`config.mk`:
```
export PLATFORM = sky130hd
export DESIGN_NAME = tmw_top
export DESIGN_NICKNAME = d
export VERILOG_FILES = /design/src/tmw_pkg.sv /design/src/tmw_mode_decode.sv /design/src/tmw_top.sv /design/src/tmw_wave_out.sv
export VERILOG_INCLUDE_DIRS = /design/src /design/src/src
export SDC_FILE = /design/constraint.sdc
export NUM_CORES = 1
export LEC_CHECK = 0
export BUFFER_PORTS_ARGS = -buffer_cell sky130_fd_sc_hd__buf_2
export CELL_PAD_IN_SITES_DETAIL_PLACEMENT = 1
export CELL_PAD_IN_SITES_GLOBAL_PLACEMENT = 2
export CORE_UTILIZATION = 33
export CTS_CLUSTER_DIAMETER = 120
export DETAILED_ROUTE_END_ITERATION = 10
export GPL_ROUTABILITY_DRIVEN = 0
export PLACE_DENSITY_LB_ADDON = 0.1
export SLEW_MARGIN = 10
export SYNTH_ARGS = -nofsm -noshare
export SYNTH_HDL_FRONTEND = slang
export SYNTH_SLANG_ARGS = --single-unit
```
`constraint.sdc`:
```
create_clock -name i_sys_clk -period 7.85 [get_ports i_sys_clk]
set_input_delay 0 -clock i_sys_clk [delete_from_list [all_inputs] [get_ports i_sys_clk]]
set_output_delay 0 -clock i_sys_clk [all_outputs]
set_load 0.01 [all_outputs]
```
`src/tmw_consts.svh`:
```
`ifndef TMW_CONSTS_SVH
`define TMW_CONSTS_SVH
// Register byte offsets
`define TMW_OFS_CTRL_A 8'h00
`define TMW_OFS_CTRL_B 8'h04
`define TMW_OFS_COUNT 8'h08
`define TMW_OFS_CMP_A 8'h0C
`define TMW_OFS_CMP_B 8'h10
`define TMW_OFS_CAPT 8'h14
`define TMW_OFS_STAT 8'h18
`define TMW_OFS_MASK 8'h1C
// Field positions
`define TMW_CHA_MSB 7
`define TMW_CHA_LSB 6
`define TMW_CHB_MSB 5
`define TMW_CHB_LSB 4
`define TMW_WGH_MSB 4
`define TMW_WGH_LSB 3
`define TMW_WGL_MSB 1
`define TMW_WGL_LSB 0
`define TMW_CS_MSB 2
`define TMW_CS_LSB 0
`define TMW_ST_OVF 0
`define TMW_ST_CMPA 1
`define TMW_ST_CMPB 2
// Reset values and masks
`define TMW_RST_CTRL 8'h00
`define TMW_RST_WORD 16'h0000
`define TMW_RST_FLAGS 3'h0
`define TMW_RD_MASK_A 8'hF3
`define TMW_RD_MASK_B 8'h1F
// Count limits
`define TMW_BOTTOM 16'h0000
`define TMW_MAX 16'hFFFF
`define TMW_TOP_8 16'h00FF
`define TMW_TOP_9 16'h01FF
`define TMW_TOP_10 16'h03FF
`endif

```
`src/tmw_pkg.sv`:
```
`default_nettype none
package tmw_pkg;
   // Counting family picked by the four-bit waveform mode
   typedef enum logic [5:0] {
      FAM_NORMAL = 6'h01,
      FAM_CTC = 6'h02,
      FAM_FAST = 6'h04,
      FAM_PHASE = 6'h08,
      FAM_PFREQ = 6'h10,
      FAM_RSVD = 6'h20
   } tmw_family_t;
   // Source of the top value
   typedef enum logic [2:0] {
      TOP_FIXED = 3'h1,
      TOP_CMPA = 3'h2,
      TOP_CAPT = 3'h4
   } tmw_top_src_t;
endpackage : tmw_pkg
`default_nettype wire

```
`src/tmw_mode_decode.sv`:
```
`include "tmw_consts.svh"
`default_nettype none
module tmw_mode_decode (
   input wire logic [3:0] i_waveform_mode,
   output tmw_pkg::tmw_family_t o_family,
   output tmw_pkg::tmw_top_src_t o_top_src,
   output logic [15:0] o_fixed_top
);
   // *****************************************
   // Mode table
   // *****************************************
   always_comb begin
      o_fixed_top = `TMW_MAX;
      o_top_src = tmw_pkg::TOP_FIXED;
      o_family = tmw_pkg::FAM_RSVD;
      unique case (i_waveform_mode)
         4'h0: o_family = tmw_pkg::FAM_NORMAL;
         4'h1: begin
            o_family = tmw_pkg::FAM_PHASE;
            o_fixed_top = `TMW_TOP_8;
         end
         4'h2: begin
            o_family = tmw_pkg::FAM_PHASE;
            o_fixed_top = `TMW_TOP_9;
         end
         4'h3: begin
            o_family = tmw_pkg::FAM_PHASE;
            o_fixed_top = `TMW_TOP_10;
         end
         4'h4: begin
            o_family = tmw_pkg::FAM_CTC;
            o_top_src = tmw_pkg::TOP_CMPA;
         end
         4'h5: begin
            o_family = tmw_pkg::FAM_FAST;
            o_fixed_top = `TMW_TOP_8;
         end
         4'h6: begin
            o_family = tmw_pkg::FAM_FAST;
            o_fixed_top = `TMW_TOP_9;
         end
         4'h7: begin
            o_family = tmw_pkg::FAM_FAST;
            o_fixed_top = `TMW_TOP_10;
         end
         4'h8: begin
            o_family = tmw_pkg::FAM_PFREQ;
            o_top_src = tmw_pkg::TOP_CAPT;
         end
         4'h9: begin
            o_family = tmw_pkg::FAM_PFREQ;
            o_top_src = tmw_pkg::TOP_CMPA;
         end
         4'hA: begin
            o_family = tmw_pkg::FAM_PHASE;
            o_top_src = tmw_pkg::TOP_CAPT;
         end
         4'hB: begin
            o_family = tmw_pkg::FAM_PHASE;
            o_top_src = tmw_pkg::TOP_CMPA;
         end
         4'hC: begin
            o_family = tmw_pkg::FAM_CTC;
            o_top_src = tmw_pkg::TOP_CAPT;
         end
         // Reserved code stops the counter
         4'hD: o_family = tmw_pkg::FAM_RSVD;
         4'hE: begin
            o_family = tmw_pkg::FAM_FAST;
            o_top_src = tmw_pkg::TOP_CAPT;
         end
         4'hF: begin
            o_family = tmw_pkg::FAM_FAST;
            o_top_src = tmw_pkg::TOP_CMPA;
         end
      endcase
   end
endmodule : tmw_mode_decode
`default_nettype wire

```
`src/tmw_top.sv`:
```
`include "tmw_consts.svh"
`default_nettype none
// Summary of operation
// - All logic on the system clock; the tick only enables counting.
// - Nonzero channel output mode takes the pin from general-purpose use.
// - Non-PWM: 00 off, 01 toggle, 10 clear, 11 set on match.
// - Fast PWM 01 toggles channel A only in modes 14 and 15.
// - Fast PWM 10 clears on match, sets at top; 11 inverse.
// - Fast PWM 10/11 compare equal to top: match ignored, only top action.
// - Dual-slope 01 toggles channel A only in modes 8 to 11.
// - Dual-slope 10 clears on up-count match, sets on down; 11 inverse.
// - Low mode bits 1:0 of control A join high bits of B.
// - Normal and clear-on-match modes update immediately, overflow at MAX.
// - Phase correct modes reload at top, overflow at bottom.
// - Fast PWM modes reload at top and overflow at top.
// - Phase-and-frequency modes reload at bottom, overflow at bottom.
// - High mode bits sit at bits 4:3 of control B.
module tmw_top (
   input wire logic i_sys_clk,
   input wire logic i_srst,
   input wire logic i_clk_en,
   input wire logic i_timer_tick_enable,
   input wire logic i_psel,
   input wire logic i_penable,
   input wire logic i_pwrite,
   input wire logic [7:0] i_paddr,
   input wire logic [31:0] i_pwdata,
   output logic [31:0] o_prdata,
   output logic o_pready,
   output logic o_pslverr,
   output logic o_compare_out_a,
   output logic o_compare_out_b,
   output logic o_pin_override_a,
   output logic o_pin_override_b,
   output logic o_irq
);
   // *****************************************
   // Declarations
   // *****************************************
   logic [7:0] waveform_output_control_a, next_ctrl_a;
   logic [7:0] waveform_clock_control_b, next_ctrl_b;
   logic [15:0] count_value, next_count;
   logic [15:0] cmp_buf [2], next_buf [2];
   logic [15:0] cmp_act [2], next_act [2];
   logic [15:0] capture_value, next_capt;
   logic [2:0] int_status, next_status;
   logic [2:0] int_mask, next_mask;
   logic count_up, next_up;
   logic match_block, next_block;
   logic [31:0] next_prdata;
   logic next_pready, next_pslverr, next_irq;
   logic next_ovr_a, next_ovr_b;
   logic [3:0] waveform_mode;
   tmw_pkg::tmw_family_t family;
   tmw_pkg::tmw_top_src_t top_src;
   logic [15:0] fixed_top, top_value;
   logic tick, at_top, at_bottom, ovf_event;
   logic [1:0] match;
   logic [1:0] chan_mode [2];
   logic [1:0] wave;
   logic setup, wr, mapped;

   // *****************************************
   // Mode decode and top select
   // *****************************************
   assign waveform_mode = {
      waveform_clock_control_b[`TMW_WGH_MSB:`TMW_WGH_LSB],
      waveform_output_control_a[`TMW_WGL_MSB:`TMW_WGL_LSB]};
   assign chan_mode[0] =
      waveform_output_control_a[`TMW_CHA_MSB:`TMW_CHA_LSB];
   assign chan_mode[1] =
      waveform_output_control_a[`TMW_CHB_MSB:`TMW_CHB_LSB];

   tmw_mode_decode u_decode (
      .i_waveform_mode(waveform_mode),
      .o_family(family),
      .o_top_src(top_src),
      .o_fixed_top(fixed_top)
   );

   // Tick is a qualifier only; a zero clock select stops the count
   assign tick = i_timer_tick_enable && (waveform_clock_control_b[
      `TMW_CS_MSB:`TMW_CS_LSB] != 3'h0);

   always_comb begin
      top_value = fixed_top;
      unique case (top_src)
         tmw_pkg::TOP_FIXED: top_value = fixed_top;
         tmw_pkg::TOP_CMPA: top_value = cmp_act[0];
         tmw_pkg::TOP_CAPT: top_value = capture_value;
      endcase
   end

   assign at_top = (count_value == top_value);
   assign at_bottom = (count_value == `TMW_BOTTOM);

   // *****************************************
   // Register bus
   // *****************************************
   // No wait state: pready rises in the first access-phase cycle
   assign setup = i_psel && !i_penable;
   assign wr = i_psel && i_penable && o_pready && i_pwrite && !o_pslverr;

   always_comb begin
      mapped = 1'b1;
      next_prdata = 32'h0000_0000;
      unique case (i_paddr)
         `TMW_OFS_CTRL_A: next_prdata[7:0] =
            waveform_output_control_a & `TMW_RD_MASK_A;
         `TMW_OFS_CTRL_B: next_prdata[7:0] =
            waveform_clock_control_b & `TMW_RD_MASK_B;
         `TMW_OFS_COUNT: next_prdata[15:0] = count_value;
         `TMW_OFS_CMP_A: next_prdata[15:0] = cmp_buf[0];
         `TMW_OFS_CMP_B: next_prdata[15:0] = cmp_buf[1];
         `TMW_OFS_CAPT: next_prdata[15:0] = capture_value;
         `TMW_OFS_STAT: next_prdata[2:0] = int_status;
         `TMW_OFS_MASK: next_prdata[2:0] = int_mask;
         default: mapped = 1'b0;
      endcase
      if (!setup)
         next_prdata = o_prdata;
      next_pready = setup;
      next_pslverr = setup && !mapped;
   end

   always_ff @(posedge i_sys_clk) begin
      if (i_srst) begin
         o_prdata <= 32'h0000_0000;
         o_pready <= 1'b0;
         o_pslverr <= 1'b0;
      end else if (i_clk_en) begin
         o_prdata <= next_prdata;
         o_pready <= next_pready;
         o_pslverr <= next_pslverr;
      end
   end

   // *****************************************
   // Control registers
   // *****************************************
   always_comb begin
      next_ctrl_a = waveform_output_control_a;
      next_ctrl_b = waveform_clock_control_b;
      next_mask = int_mask;
      next_capt = capture_value;
      if (wr && i_paddr == `TMW_OFS_CTRL_A)
         next_ctrl_a = i_pwdata[7:0] & `TMW_RD_MASK_A;
      if (wr && i_paddr == `TMW_OFS_CTRL_B)
         next_ctrl_b = i_pwdata[7:0] & `TMW_RD_MASK_B;
      if (wr && i_paddr == `TMW_OFS_MASK)
         next_mask = i_pwdata[2:0];
      if (wr && i_paddr == `TMW_OFS_CAPT)
         next_capt = i_pwdata[15:0];
   end

   always_ff @(posedge i_sys_clk) begin
      if (i_srst) begin
         waveform_output_control_a <= `TMW_RST_CTRL;
         waveform_clock_control_b <= `TMW_RST_CTRL;
         int_mask <= `TMW_RST_FLAGS;
         capture_value <= `TMW_RST_WORD;
      end else if (i_clk_en) begin
         waveform_output_control_a <= next_ctrl_a;
         waveform_clock_control_b <= next_ctrl_b;
         int_mask <= next_mask;
         capture_value <= next_capt;
      end
   end

   // *****************************************
   // Counter
   // *****************************************
   // A software write wins over the tick and blocks the next match
   always_comb begin
      next_count = count_value;
      next_up = count_up;
      next_block = match_block;
      ovf_event = 1'b0;
      if (tick) begin
         next_block = 1'b0;
         unique case (family)
            tmw_pkg::FAM_NORMAL, tmw_pkg::FAM_CTC: begin
               next_up = 1'b1;
               next_count = at_top ? `TMW_BOTTOM : count_value + 16'h0001;
               ovf_event = (count_value == `TMW_MAX);
            end
            tmw_pkg::FAM_FAST: begin
               next_up = 1'b1;
               next_count = at_top ? `TMW_BOTTOM : count_value + 16'h0001;
               ovf_event = at_top;
            end
            tmw_pkg::FAM_PHASE, tmw_pkg::FAM_PFREQ: begin
               ovf_event = at_bottom && !count_up;
               if (count_up && at_top) begin
                  next_up = 1'b0;
                  next_count = count_value - 16'h0001;
               end else if (!count_up && at_bottom) begin
                  next_up = 1'b1;
                  next_count = count_value + 16'h0001;
               end else if (count_up) begin
                  next_count = count_value + 16'h0001;
               end else begin
                  next_count = count_value - 16'h0001;
               end
            end
            tmw_pkg::FAM_RSVD: next_count = count_value;
         endcase
      end
      if (wr && i_paddr == `TMW_OFS_COUNT) begin
         next_count = i_pwdata[15:0];
         next_block = 1'b1;
      end
   end

   always_ff @(posedge i_sys_clk) begin
      if (i_srst) begin
         count_value <= `TMW_RST_WORD;
         count_up <= 1'b1;
         match_block <= 1'b0;
      end else if (i_clk_en) begin
         count_value <= next_count;
         count_up <= next_up;
         match_block <= next_block;
      end
   end

   // *****************************************
   // Compare channels
   // *****************************************
   genvar ch;
   generate
      for (ch = 0; ch < 2; ch++) begin : g_chan
         localparam logic [7:0] OFS = (ch == 0) ? `TMW_OFS_CMP_A
            : `TMW_OFS_CMP_B;
         assign match[ch] = tick && !match_block
            && (count_value == cmp_act[ch]);
         // Double buffering keeps a PWM period glitch-free; normal and CTC load a new value at once
         always_comb begin
            next_buf[ch] = cmp_buf[ch];
            next_act[ch] = cmp_act[ch];
            if (wr && i_paddr == OFS)
               next_buf[ch] = i_pwdata[15:0];
            unique case (family)
               tmw_pkg::FAM_NORMAL, tmw_pkg::FAM_CTC:
                  next_act[ch] = next_buf[ch];
               tmw_pkg::FAM_FAST, tmw_pkg::FAM_PHASE: begin
                  if (tick && at_top)
                     next_act[ch] = cmp_buf[ch];
               end
               tmw_pkg::FAM_PFREQ: begin
                  if (tick && at_bottom)
                     next_act[ch] = cmp_buf[ch];
               end
               tmw_pkg::FAM_RSVD: next_act[ch] = cmp_act[ch];
            endcase
         end
         always_ff @(posedge i_sys_clk) begin
            if (i_srst) begin
               cmp_buf[ch] <= `TMW_RST_WORD;
               cmp_act[ch] <= `TMW_RST_WORD;
            end else if (i_clk_en) begin
               cmp_buf[ch] <= next_buf[ch];
               cmp_act[ch] <= next_act[ch];
            end
         end
         tmw_wave_out #(.IS_CHAN_A(ch == 0)) u_wave (
            .i_sys_clk(i_sys_clk),
            .i_srst(i_srst),
            .i_clk_en(i_clk_en),
            .i_chan_output_mode(chan_mode[ch]),
            .i_waveform_mode(waveform_mode),
            .i_family(family),
            .i_match(match[ch]),
            .i_top_hit(tick && at_top),
            .i_count_up(count_up),
            .o_wave(wave[ch])
         );
      end
   endgenerate

   assign o_compare_out_a = wave[0];
   assign o_compare_out_b = wave[1];

   // *****************************************
   // Flags, interrupt and pin override
   // *****************************************
   // Set beats a same-cycle write-one clear
   always_comb begin
      next_status = int_status;
      if (wr && i_paddr == `TMW_OFS_STAT)
         next_status = int_status & ~i_pwdata[2:0];
      next_status[`TMW_ST_OVF] = next_status[`TMW_ST_OVF]
         | ovf_event;
      next_status[`TMW_ST_CMPA] = next_status[`TMW_ST_CMPA] | match[0];
      next_status[`TMW_ST_CMPB] = next_status[`TMW_ST_CMPB] | match[1];
      next_irq = |(next_status & next_mask);
      next_ovr_a = |next_ctrl_a[`TMW_CHA_MSB:`TMW_CHA_LSB];
      next_ovr_b = |next_ctrl_a[`TMW_CHB_MSB:`TMW_CHB_LSB];
   end

   always_ff @(posedge i_sys_clk) begin
      if (i_srst) begin
         int_status <= `TMW_RST_FLAGS;
         o_irq <= 1'b0;
         o_pin_override_a <= 1'b0;
         o_pin_override_b <= 1'b0;
      end else if (i_clk_en) begin
         int_status <= next_status;
         o_irq <= next_irq;
         o_pin_override_a <= next_ovr_a;
         o_pin_override_b <= next_ovr_b;
      end
   end

   // *****************************************
   // Assertions
   // *****************************************
   a_tick_only_count: assert property (@(posedge i_sys_clk)
      disable iff (i_srst) i_clk_en && !tick
      && !(wr && i_paddr == `TMW_OFS_COUNT) |=> $stable(count_value))
      else $error("count moved without tick");
   a_override_pin: assert property (@(posedge i_sys_clk)
      disable iff (i_srst) i_clk_en |=> o_pin_override_a
      == (|$past(next_ctrl_a[`TMW_CHA_MSB:`TMW_CHA_LSB])))
      else $error("override not from mode");
   a_normal_ovf: assert property (@(posedge i_sys_clk) disable iff (i_srst)
      i_clk_en && tick && !wr && family == tmw_pkg::FAM_NORMAL
      && count_value == `TMW_MAX |=> int_status[`TMW_ST_OVF]
      && count_value == `TMW_BOTTOM)
      else $error("normal overflow missed");
   a_dual_turn: assert property (@(posedge i_sys_clk) disable iff (i_srst)
      i_clk_en && tick && family == tmw_pkg::FAM_PHASE && count_up
      && at_top && !wr |=> !count_up)
      else $error("no turn at top");
   a_fast_reload: assert property (@(posedge i_sys_clk) disable iff (i_srst)
      i_clk_en && tick && family == tmw_pkg::FAM_FAST && at_top
      |=> int_status[`TMW_ST_OVF] && cmp_act[1] == $past(cmp_buf[1]))
      else $error("fast pwm top events missed");
   a_pfreq_ovf: assert property (@(posedge i_sys_clk) disable iff (i_srst)
      i_clk_en && tick && family == tmw_pkg::FAM_PFREQ && !count_up
      && at_bottom |=> int_status[`TMW_ST_OVF]
      && cmp_act[1] == $past(cmp_buf[1]))
      else $error("bottom events missed");
   a_rsvd_hold: assert property (@(posedge i_sys_clk) disable iff (i_srst)
      i_clk_en && family == tmw_pkg::FAM_RSVD && !wr
      |=> $stable(count_value))
      else $error("reserved mode counted");
   a_cmp_flag_next: assert property (@(posedge i_sys_clk)
      disable iff (i_srst) i_clk_en && match[1]
      |=> int_status[`TMW_ST_CMPB] ##1 (int_status[`TMW_ST_CMPB]
      || $past(wr)))
      else $error("compare flag late");
endmodule : tmw_top
`default_nettype wire

```
`src/tmw_wave_out.sv`:
```
`default_nettype none
module tmw_wave_out #(
   parameter bit IS_CHAN_A = 1'b1
) (
   input wire logic i_sys_clk,
   input wire logic i_srst,
   input wire logic i_clk_en,
   input wire logic [1:0] i_chan_output_mode,
   input wire logic [3:0] i_waveform_mode,
   input wire tmw_pkg::tmw_family_t i_family,
   input wire logic i_match,
   input wire logic i_top_hit,
   input wire logic i_count_up,
   output logic o_wave
);
   logic next_wave;
   logic toggle_ok;

   // *****************************************
   // Output waveform
   // *****************************************
   // Toggle in PWM families exists only on A, in modes 8 to 11, 14 and 15
   always_comb begin
      next_wave = o_wave;
      toggle_ok = 1'b0;
      unique case (i_family)
         tmw_pkg::FAM_NORMAL, tmw_pkg::FAM_CTC: begin
            if (i_match) begin
               unique case (i_chan_output_mode)
                  2'h0: next_wave = o_wave;
                  2'h1: next_wave = ~o_wave;
                  2'h2: next_wave = 1'b0;
                  2'h3: next_wave = 1'b1;
               endcase
            end
         end
         tmw_pkg::FAM_FAST: begin
            toggle_ok = IS_CHAN_A && (i_waveform_mode >= 4'hE);
            if (i_chan_output_mode == 2'h1) begin
               if (i_match && toggle_ok)
                  next_wave = ~o_wave;
            end else if (i_chan_output_mode[1]) begin
               // Top wins, so a match equal to top is ignored
               if (i_top_hit)
                  next_wave = ~i_chan_output_mode[0];
               else if (i_match)
                  next_wave = i_chan_output_mode[0];
            end
         end
         tmw_pkg::FAM_PHASE, tmw_pkg::FAM_PFREQ: begin
            toggle_ok = IS_CHAN_A && (i_waveform_mode >= 4'h8)
               && (i_waveform_mode <= 4'hB);
            if (i_match) begin
               if (i_chan_output_mode == 2'h1) begin
                  if (toggle_ok)
                     next_wave = ~o_wave;
               end else if (i_chan_output_mode[1]) begin
                  next_wave = i_chan_output_mode[0] ^ ~i_count_up;
               end
            end
         end
         tmw_pkg::FAM_RSVD: next_wave = o_wave;
      endcase
   end

   always_ff @(posedge i_sys_clk) begin
      if (i_srst)
         o_wave <= 1'b0;
      else if (i_clk_en)
         o_wave <= next_wave;
   end

   a_nonpwm_set: assert property (@(posedge i_sys_clk) disable iff (i_srst)
      i_clk_en && i_family == tmw_pkg::FAM_NORMAL && i_match
      && i_chan_output_mode == 2'h3 |=> o_wave)
      else $error("set on match missed");
   a_fast_top_set: assert property (@(posedge i_sys_clk) disable iff (i_srst)
      i_clk_en && i_family == tmw_pkg::FAM_FAST && i_top_hit
      && i_chan_output_mode == 2'h2 |=> o_wave)
      else $error("fast pwm top set missed");
   a_dual_up_clear: assert property (@(posedge i_sys_clk) disable iff (i_srst)
      i_clk_en && i_family == tmw_pkg::FAM_PHASE && i_match && i_count_up
      && i_chan_output_mode == 2'h2 |=> !o_wave)
      else $error("up-count clear missed");
   a_b_no_toggle: assert property (@(posedge i_sys_clk) disable iff (i_srst)
      !IS_CHAN_A && i_family != tmw_pkg::FAM_NORMAL
      && i_family != tmw_pkg::FAM_CTC && i_chan_output_mode == 2'h1
      |=> $stable(o_wave))
      else $error("channel b toggled in pwm");
endmodule : tmw_wave_out
`default_nettype wire

```
# Yosys cells after proc, flatten, opt, wreduce, memory -nomap -nowiden
# Memory sizes are Yosys's and may differ from the RTL's.
# Cells that the tools add are included.
[classes]
add_sub_neg = 2
n_lt_le_gt_ge = 3
eq_ne = 59
mux = 64
n_bitwise = 18
reduce_logical = 63
[ops]
columns = ["cell", "count"]
rows = [
  ["$mux 16", 16],
  ["$pmux 16 s4", 2],
  ["$pmux 16 s3", 2],
  ["$eq 16x16->1", 3],
  ["$pmux 6 s6", 1],
  ["$eq 4x4->1 const B", 8],
  ["$eq 8x5->1 const B", 4],
  ["$pmux 16 s2", 1],
  ["$pmux 8 s4", 1],
  ["$pmux 5 s6", 1],
  ["$mux 1", 29],
  ["$logic_and 1x1->1", 24],
  ["$pmux 3 s8", 1],
  ["$reduce_and 10->1", 2],
  ["$reduce_or 2->1", 10],
  ["$add 16x1->16 const B", 1],
  ["$eq 16x16->1 const B", 1],
  ["$eq 4x3->1 const B", 4],
  ["$eq 8x4->1 const B", 2],
  ["$logic_not 16->1", 1],
  ["$sub 16x1->16 const B", 1],
  ["$pmux 1 s3", 5],
  ["$ne 2x2->1 const B", 7],
  ["$ne 3x2->1 const B", 4],
  ["other kinds (42)", 78],
]
[word_totals]
regBits = 74
mem_bits_rw = 64
in_bits = 47
out_inout_bits = 39
wordCells = 228
memories = 2
[memory_table]
columns = ["memory", "words", "width", "rd", "rd_clocked_by_memory_dff", "wr", "line_no", "rtl"]
rows = [
  ["cmp_act", 2, 16, 2, 0, 2, "tmw_top.sv:44", "logic [15:0] cmp_act [2], next_act [2];"],
  ["cmp_buf", 2, 16, 2, 0, 2, "tmw_top.sv:43", "logic [15:0] cmp_buf [2], next_buf [2];"],
]

# Logic depth before layout (Yosys ltp)
[logic_depth]
ltp_word = 11
ltp_mapped = 18

# By module
# Synthesis repeated with hierarchy kept, for this count alone.
[unflattened]
cells_unflattened = 1297
hier_area_um2 = 10148.5
[modules_own_cells]
columns = ["module", "n_inst", "cells_each", "area_each_um2"]
rows = [
  ["tmw_top", 1, 1196, 9444.1],
  ["tmw_mode_decode", 1, 35, 242.7],
  ["tmw_wave_out (g_chan[1].u_wave)", 1, 31, 231.5],
  ["tmw_wave_out (g_chan[0].u_wave)", 1, 35, 230.2],
]

# Worst setup path after synthesis
# No wires, ideal clock.
[synth_timing]
kind = "register to register"
startpoint = "register waveform_output_control_a[1] (netlist name)"
endpoint = "memory cmp_act[0][0] (enable)"
setup_time_ns = 0.399
arrival_ns = 3.961
setup_slack_ns = 3.490
stages_incl_launch_ff = 16
path_buffers = 4
path_cell_list = "dfxtp_1 > clkbuf_1 > nor2b_1 > o21a_1 > ha_1 > buf_2 > buf_1 > a221oi_1 > o22ai_1 > nor2_1 > o2111ai_2 > or3_1 > clkbuf_1 > o22ai_1 > a21oi_1 > a41oi_1"
[synth_rtl]
columns = ["item", "line_no"]
rows = [
  ["end: declaration", "tmw_top.sv:44"],
]

==> results by group <==
Global route
  – Vias in the first global route: 8069
  – Initial antenna violation count: 0
  – Overflow after GRT: 0
  – Total GRT Usage: 26.1%
  – Largest net degree at the start of global routing: 63
  – First-pass GRT wire length: 51300 µm

Min path
  – Worst hold path type: in -> reg
  – Hold Path Depth: 4
  – Worst Hold Launch: i_paddr[6]
  – Endpoint, Worst Hold: o_pslverr$_SDFFE_PP0P_

Floorplanning
  – Core ar.: 25400 µm²
  – Initial Utilization: 33.9%
  – # IOs: 86
  – # rows: 58
  – Die Area: 26700 µm²
  – Die W: 164 µm
  – Die H: 164 µm

STA
  – Slew @ Worst Pin: 1.11 ns
  – Final Max Slew Viols: 0
  – Min Tclk post-route: 5.10 ns
  – Setup TNS: 0 ns
  – Slew Limit Headroom: 26.2%
  – Hold Vio Cnt, Final: 0
  – Setup slack after layout: 2.75 ns
  – Unrepaired setup endpoints after global routing: false
  – Max Freq: 0.196 GHz
  – Final setup viols: 0
  – Clock skew: 0.0208 ns
  – Fin crit share: 65.0%

Critical path
  – CP required: 7.89 ns
  – Worst R2R Start: waveform_output_control_a[0]$_SDFFE_PP0P_
  – Max FO, Critical Path: 18
  – Crit path kind: reg -> reg
  – CP startpoint kind: flop
  – Worst Reg-to-Reg Cells: 11
  – Critical Path End Type: flop
  – R2r endpoint: cmp_act[1][14]$_SDFFCE_PN0P_
  – WP data arrival: 5.14 ns
  – Register-to-Register Setup Slack: 2.75 ns

Routing
  – 1st-iter DRT viols: 548
  – Vias per cell: 5.67
  – DR vias: 7993
  – DR pass1 iterations: 5
  – Routed Antenna Nets: 0
  – Wire length per cell: 24.0 µm
  – Routed wire length: 33800 µm
  – DRC viols: 0

Final layout
  – Multi-input logic area: 4790 µm²
  – # fillers: 3039
  – NumNets Final: 1118
  – FF+latch area: 3400 µm²
  – Ant. Diodes: 0
  – Synth-to-Final Area Change: 14.2%
  – Fraction of layout cells with a size suffix above 1: 12.7%
  – Finished Cell Area: 9830 µm²

Place
  – PortBufs: 53
  – Pre-CTS setup slack: 2.73 ns
  – Instance area at placement: 9060 µm²
  – Placed wire-length estimate: 23700 µm

Synth
  – Number of synthesized flops with an enable pin: 64
  – Ys flop type: dfxtp_1
  – Post-synth ARST share: 0%
  – Yosys top cell by area: edfxtp_1
  – Cells after synthesis: 1052
  – Largest family of logic cells by synthesized area: simple AND/OR/NAND/NOR gates
  – Synth Area in Simple Gates: 23.3%
  – Multiplexer share of the synthesized area: 6.79%
  – FF+latch count, synth: 138
  – Most area-consuming cells after synthesis: edfxtp_1, dfxtp_1, nand2_1, a21oi_1, mux2i_1
  – Register area share after synthesis: 39.5%
  – Post-Syn Area: 8610 µm²
  – Synth Area in XOR/XNOR: 4.78%
  – Most frequent cell after synthesis: nand2_1
  – Mean Syn Cell Area: 8.18 µm²
  – Synth Area in Adders: 0.581%
  – Post-synthesis compound-gate area fraction: 18.9%
  – Netlist cell types: 72
  – Post-synth top cells: nand2_1, a21oi_1, dfxtp_1, clkbuf_1, nor2_1
  – Synth warn: 0
  – Synth top area share: 22.3%

Status
  – Outcome: completed

Clock network
  – Worst skew pair latency: 0.44 ns
  – CTS H-tree depth: 4
  – Hold-fix buffers, CTS: 16
  – Post-CTS Resized: 0
  – CTS max path bufs: 2
  – TritonCTS sink count: 138
  – # Post-CTS Setup Buffers: 0
  – Clock root buffer master: clkbuf_16
  – Num CTS Buffers: 17
  – CTS tree: yes
  – Reg clk slew, reported paths: 0.07 ns

Power
  – Pleak: 3.70 nW
  – Maximum vdd drop: 116 µV
  – Power, Total: 1.77 mW
  – PD cells: 180 nW/µm²

Job
  – Max-Cap Viols: 0
metrics by stage:
stage	hold WS (ns)	cells	util (%)
final	0.0865	1410	38.7
after global routing	0.151	1410	38.7
after CTS	0.0889	1410	38.7
after detailed placement	0.333	1362	35.7
after global placement	0.322	1362	35.7
after floorplan	0.136	1067	-
worst max-delay path by stage:
| stage | to | cells after the start | startpoint | slack (ns) |
|---|---|---|---|---|
| after global routing | cmp_act[1][14]$_SDFFCE_PN0P_ | 11 | waveform_output_control_a[0]$_SDFFE_PP0P_ | 2.43 |
| final | cmp_act[1][14]$_SDFFCE_PN0P_ | 11 | waveform_output_control_a[0]$_SDFFE_PP0P_ | 2.75 |
| after floorplan | cmp_act[0][0]$_SDFFCE_PN0P_ | 15 | waveform_output_control_a[1]$_SDFFE_PP0P_ | 3.49 |
| after CTS | cmp_act[1][6]$_SDFFCE_PN0P_ | 11 | waveform_output_control_a[0]$_SDFFE_PP0P_ | 2.71 |
| after detailed placement | cmp_act[1][11]$_SDFFCE_PN0P_ | 11 | waveform_output_control_a[0]$_SDFFE_PP0P_ | 2.73 |
| after global placement | cmp_act[1][11]$_SDFFCE_PN0P_ | 12 | waveform_clock_control_b[3]$_SDFFE_PP0P_ | 2.82 |
kinds of logic (layout without fill, tap and decap cells):
kind of cell,Yosys count,count (layout)
simple gates,435,435
flops,138,138
compound gates,255,255
other cells,1,16
buf+inv,119,132
fa+ha+maj,4,4
mux,53,53
xor+xnor,47,47
metal layers:
layer	track usage, %	wire length [µm]	vias up
met5	0	0	-
met2	42.6	15800	148
li1	-	-	3758
met3	3.86	1110	36
met1	35.3	16200	4051
met4	7.91	695	0
cells in the final DEF, fill, tap and decap left out, types with 5 or more instances in the layout:
cell type	netlist	final
xnor2_1	29	29
a22o_1	5	5
a31oi_1	10	10
and3_1	10	10
and2_1	6	6
inv_6	0	5
clkbuf_16	0	18
dlygate4sd3_1	0	16
edfxtp_1	64	64
nand2_1	219	218
o31ai_1	5	5
conb_1	1	16
xor2_1	18	18
nor2b_1	11	11
nor2_1	71	68
buf_2	4	53
o22ai_1	16	16
a211oi_1	11	11
a22oi_1	9	9
inv_1	11	10
mux2i_1	46	46
nor4_1	12	12
o21ai_0	29	29
buf_4	16	19
a21oi_1	113	112
a221oi_1	17	17
nand4_1	15	15
or2_2	5	5
nand3_1	29	29
o211ai_1	7	7
nor3_1	23	23
or3_1	9	9
nor3b_1	7	7
dfxtp_1	74	74
flip-flops by register name, summed over array words and instances, names as in the netlist:
| register | flops |
|---|---|
| g_chan.u_wave.o_wave | 2 |
| count_value | 16 |
| cmp_act | 32 |
| o_pready | 1 |
| match_block | 1 |
| waveform_clock_control_b | 5 |
| capture_value | 16 |
| o_pslverr | 1 |
| o_pin_override_a | 1 |
| o_pin_override_b | 1 |
| o_irq | 1 |
| count_up | 1 |
| int_status | 3 |
| o_prdata | 16 |
| int_mask | 3 |
| cmp_buf | 32 |
| waveform_output_control_a | 6 |
power by group:
| part | internal [mW] | switching (mW) |
|---|---|---|
| clock | 0.479 | 0.377 |
| sequential | 0.776 | 0.0178 |
| combinational | 0.0386 | 0.0828 |
critical path: stages, from the launching register on:
cell and delay, ns:
dfxtp_1 0.72, nand2_1 0.10, o21a_1 0.21, ha_1 0.56
a221oi_1 0.38, xnor2_1 0.12, nor4_2 0.37, o2111ai_2 0.31
or3_1 0.61, o22ai_1 0.24, a21oi_1 0.13, a41oi_2 0.92
area by class of cell:
| class | count | area share, % |
|---|---|---|
| clock buffer | 19 | 4.72 |
| clock inverter | 13 | 1.48 |
| inverter | 12 | 0.458 |
| multi-input combinational | 810 | 48.7 |
| sequential | 138 | 34.6 |
| tap | 330 | 4.20 |
| timing repair buffer | 88 | 5.78 |
Note: power is estimated with default switching activity, not from simulation.
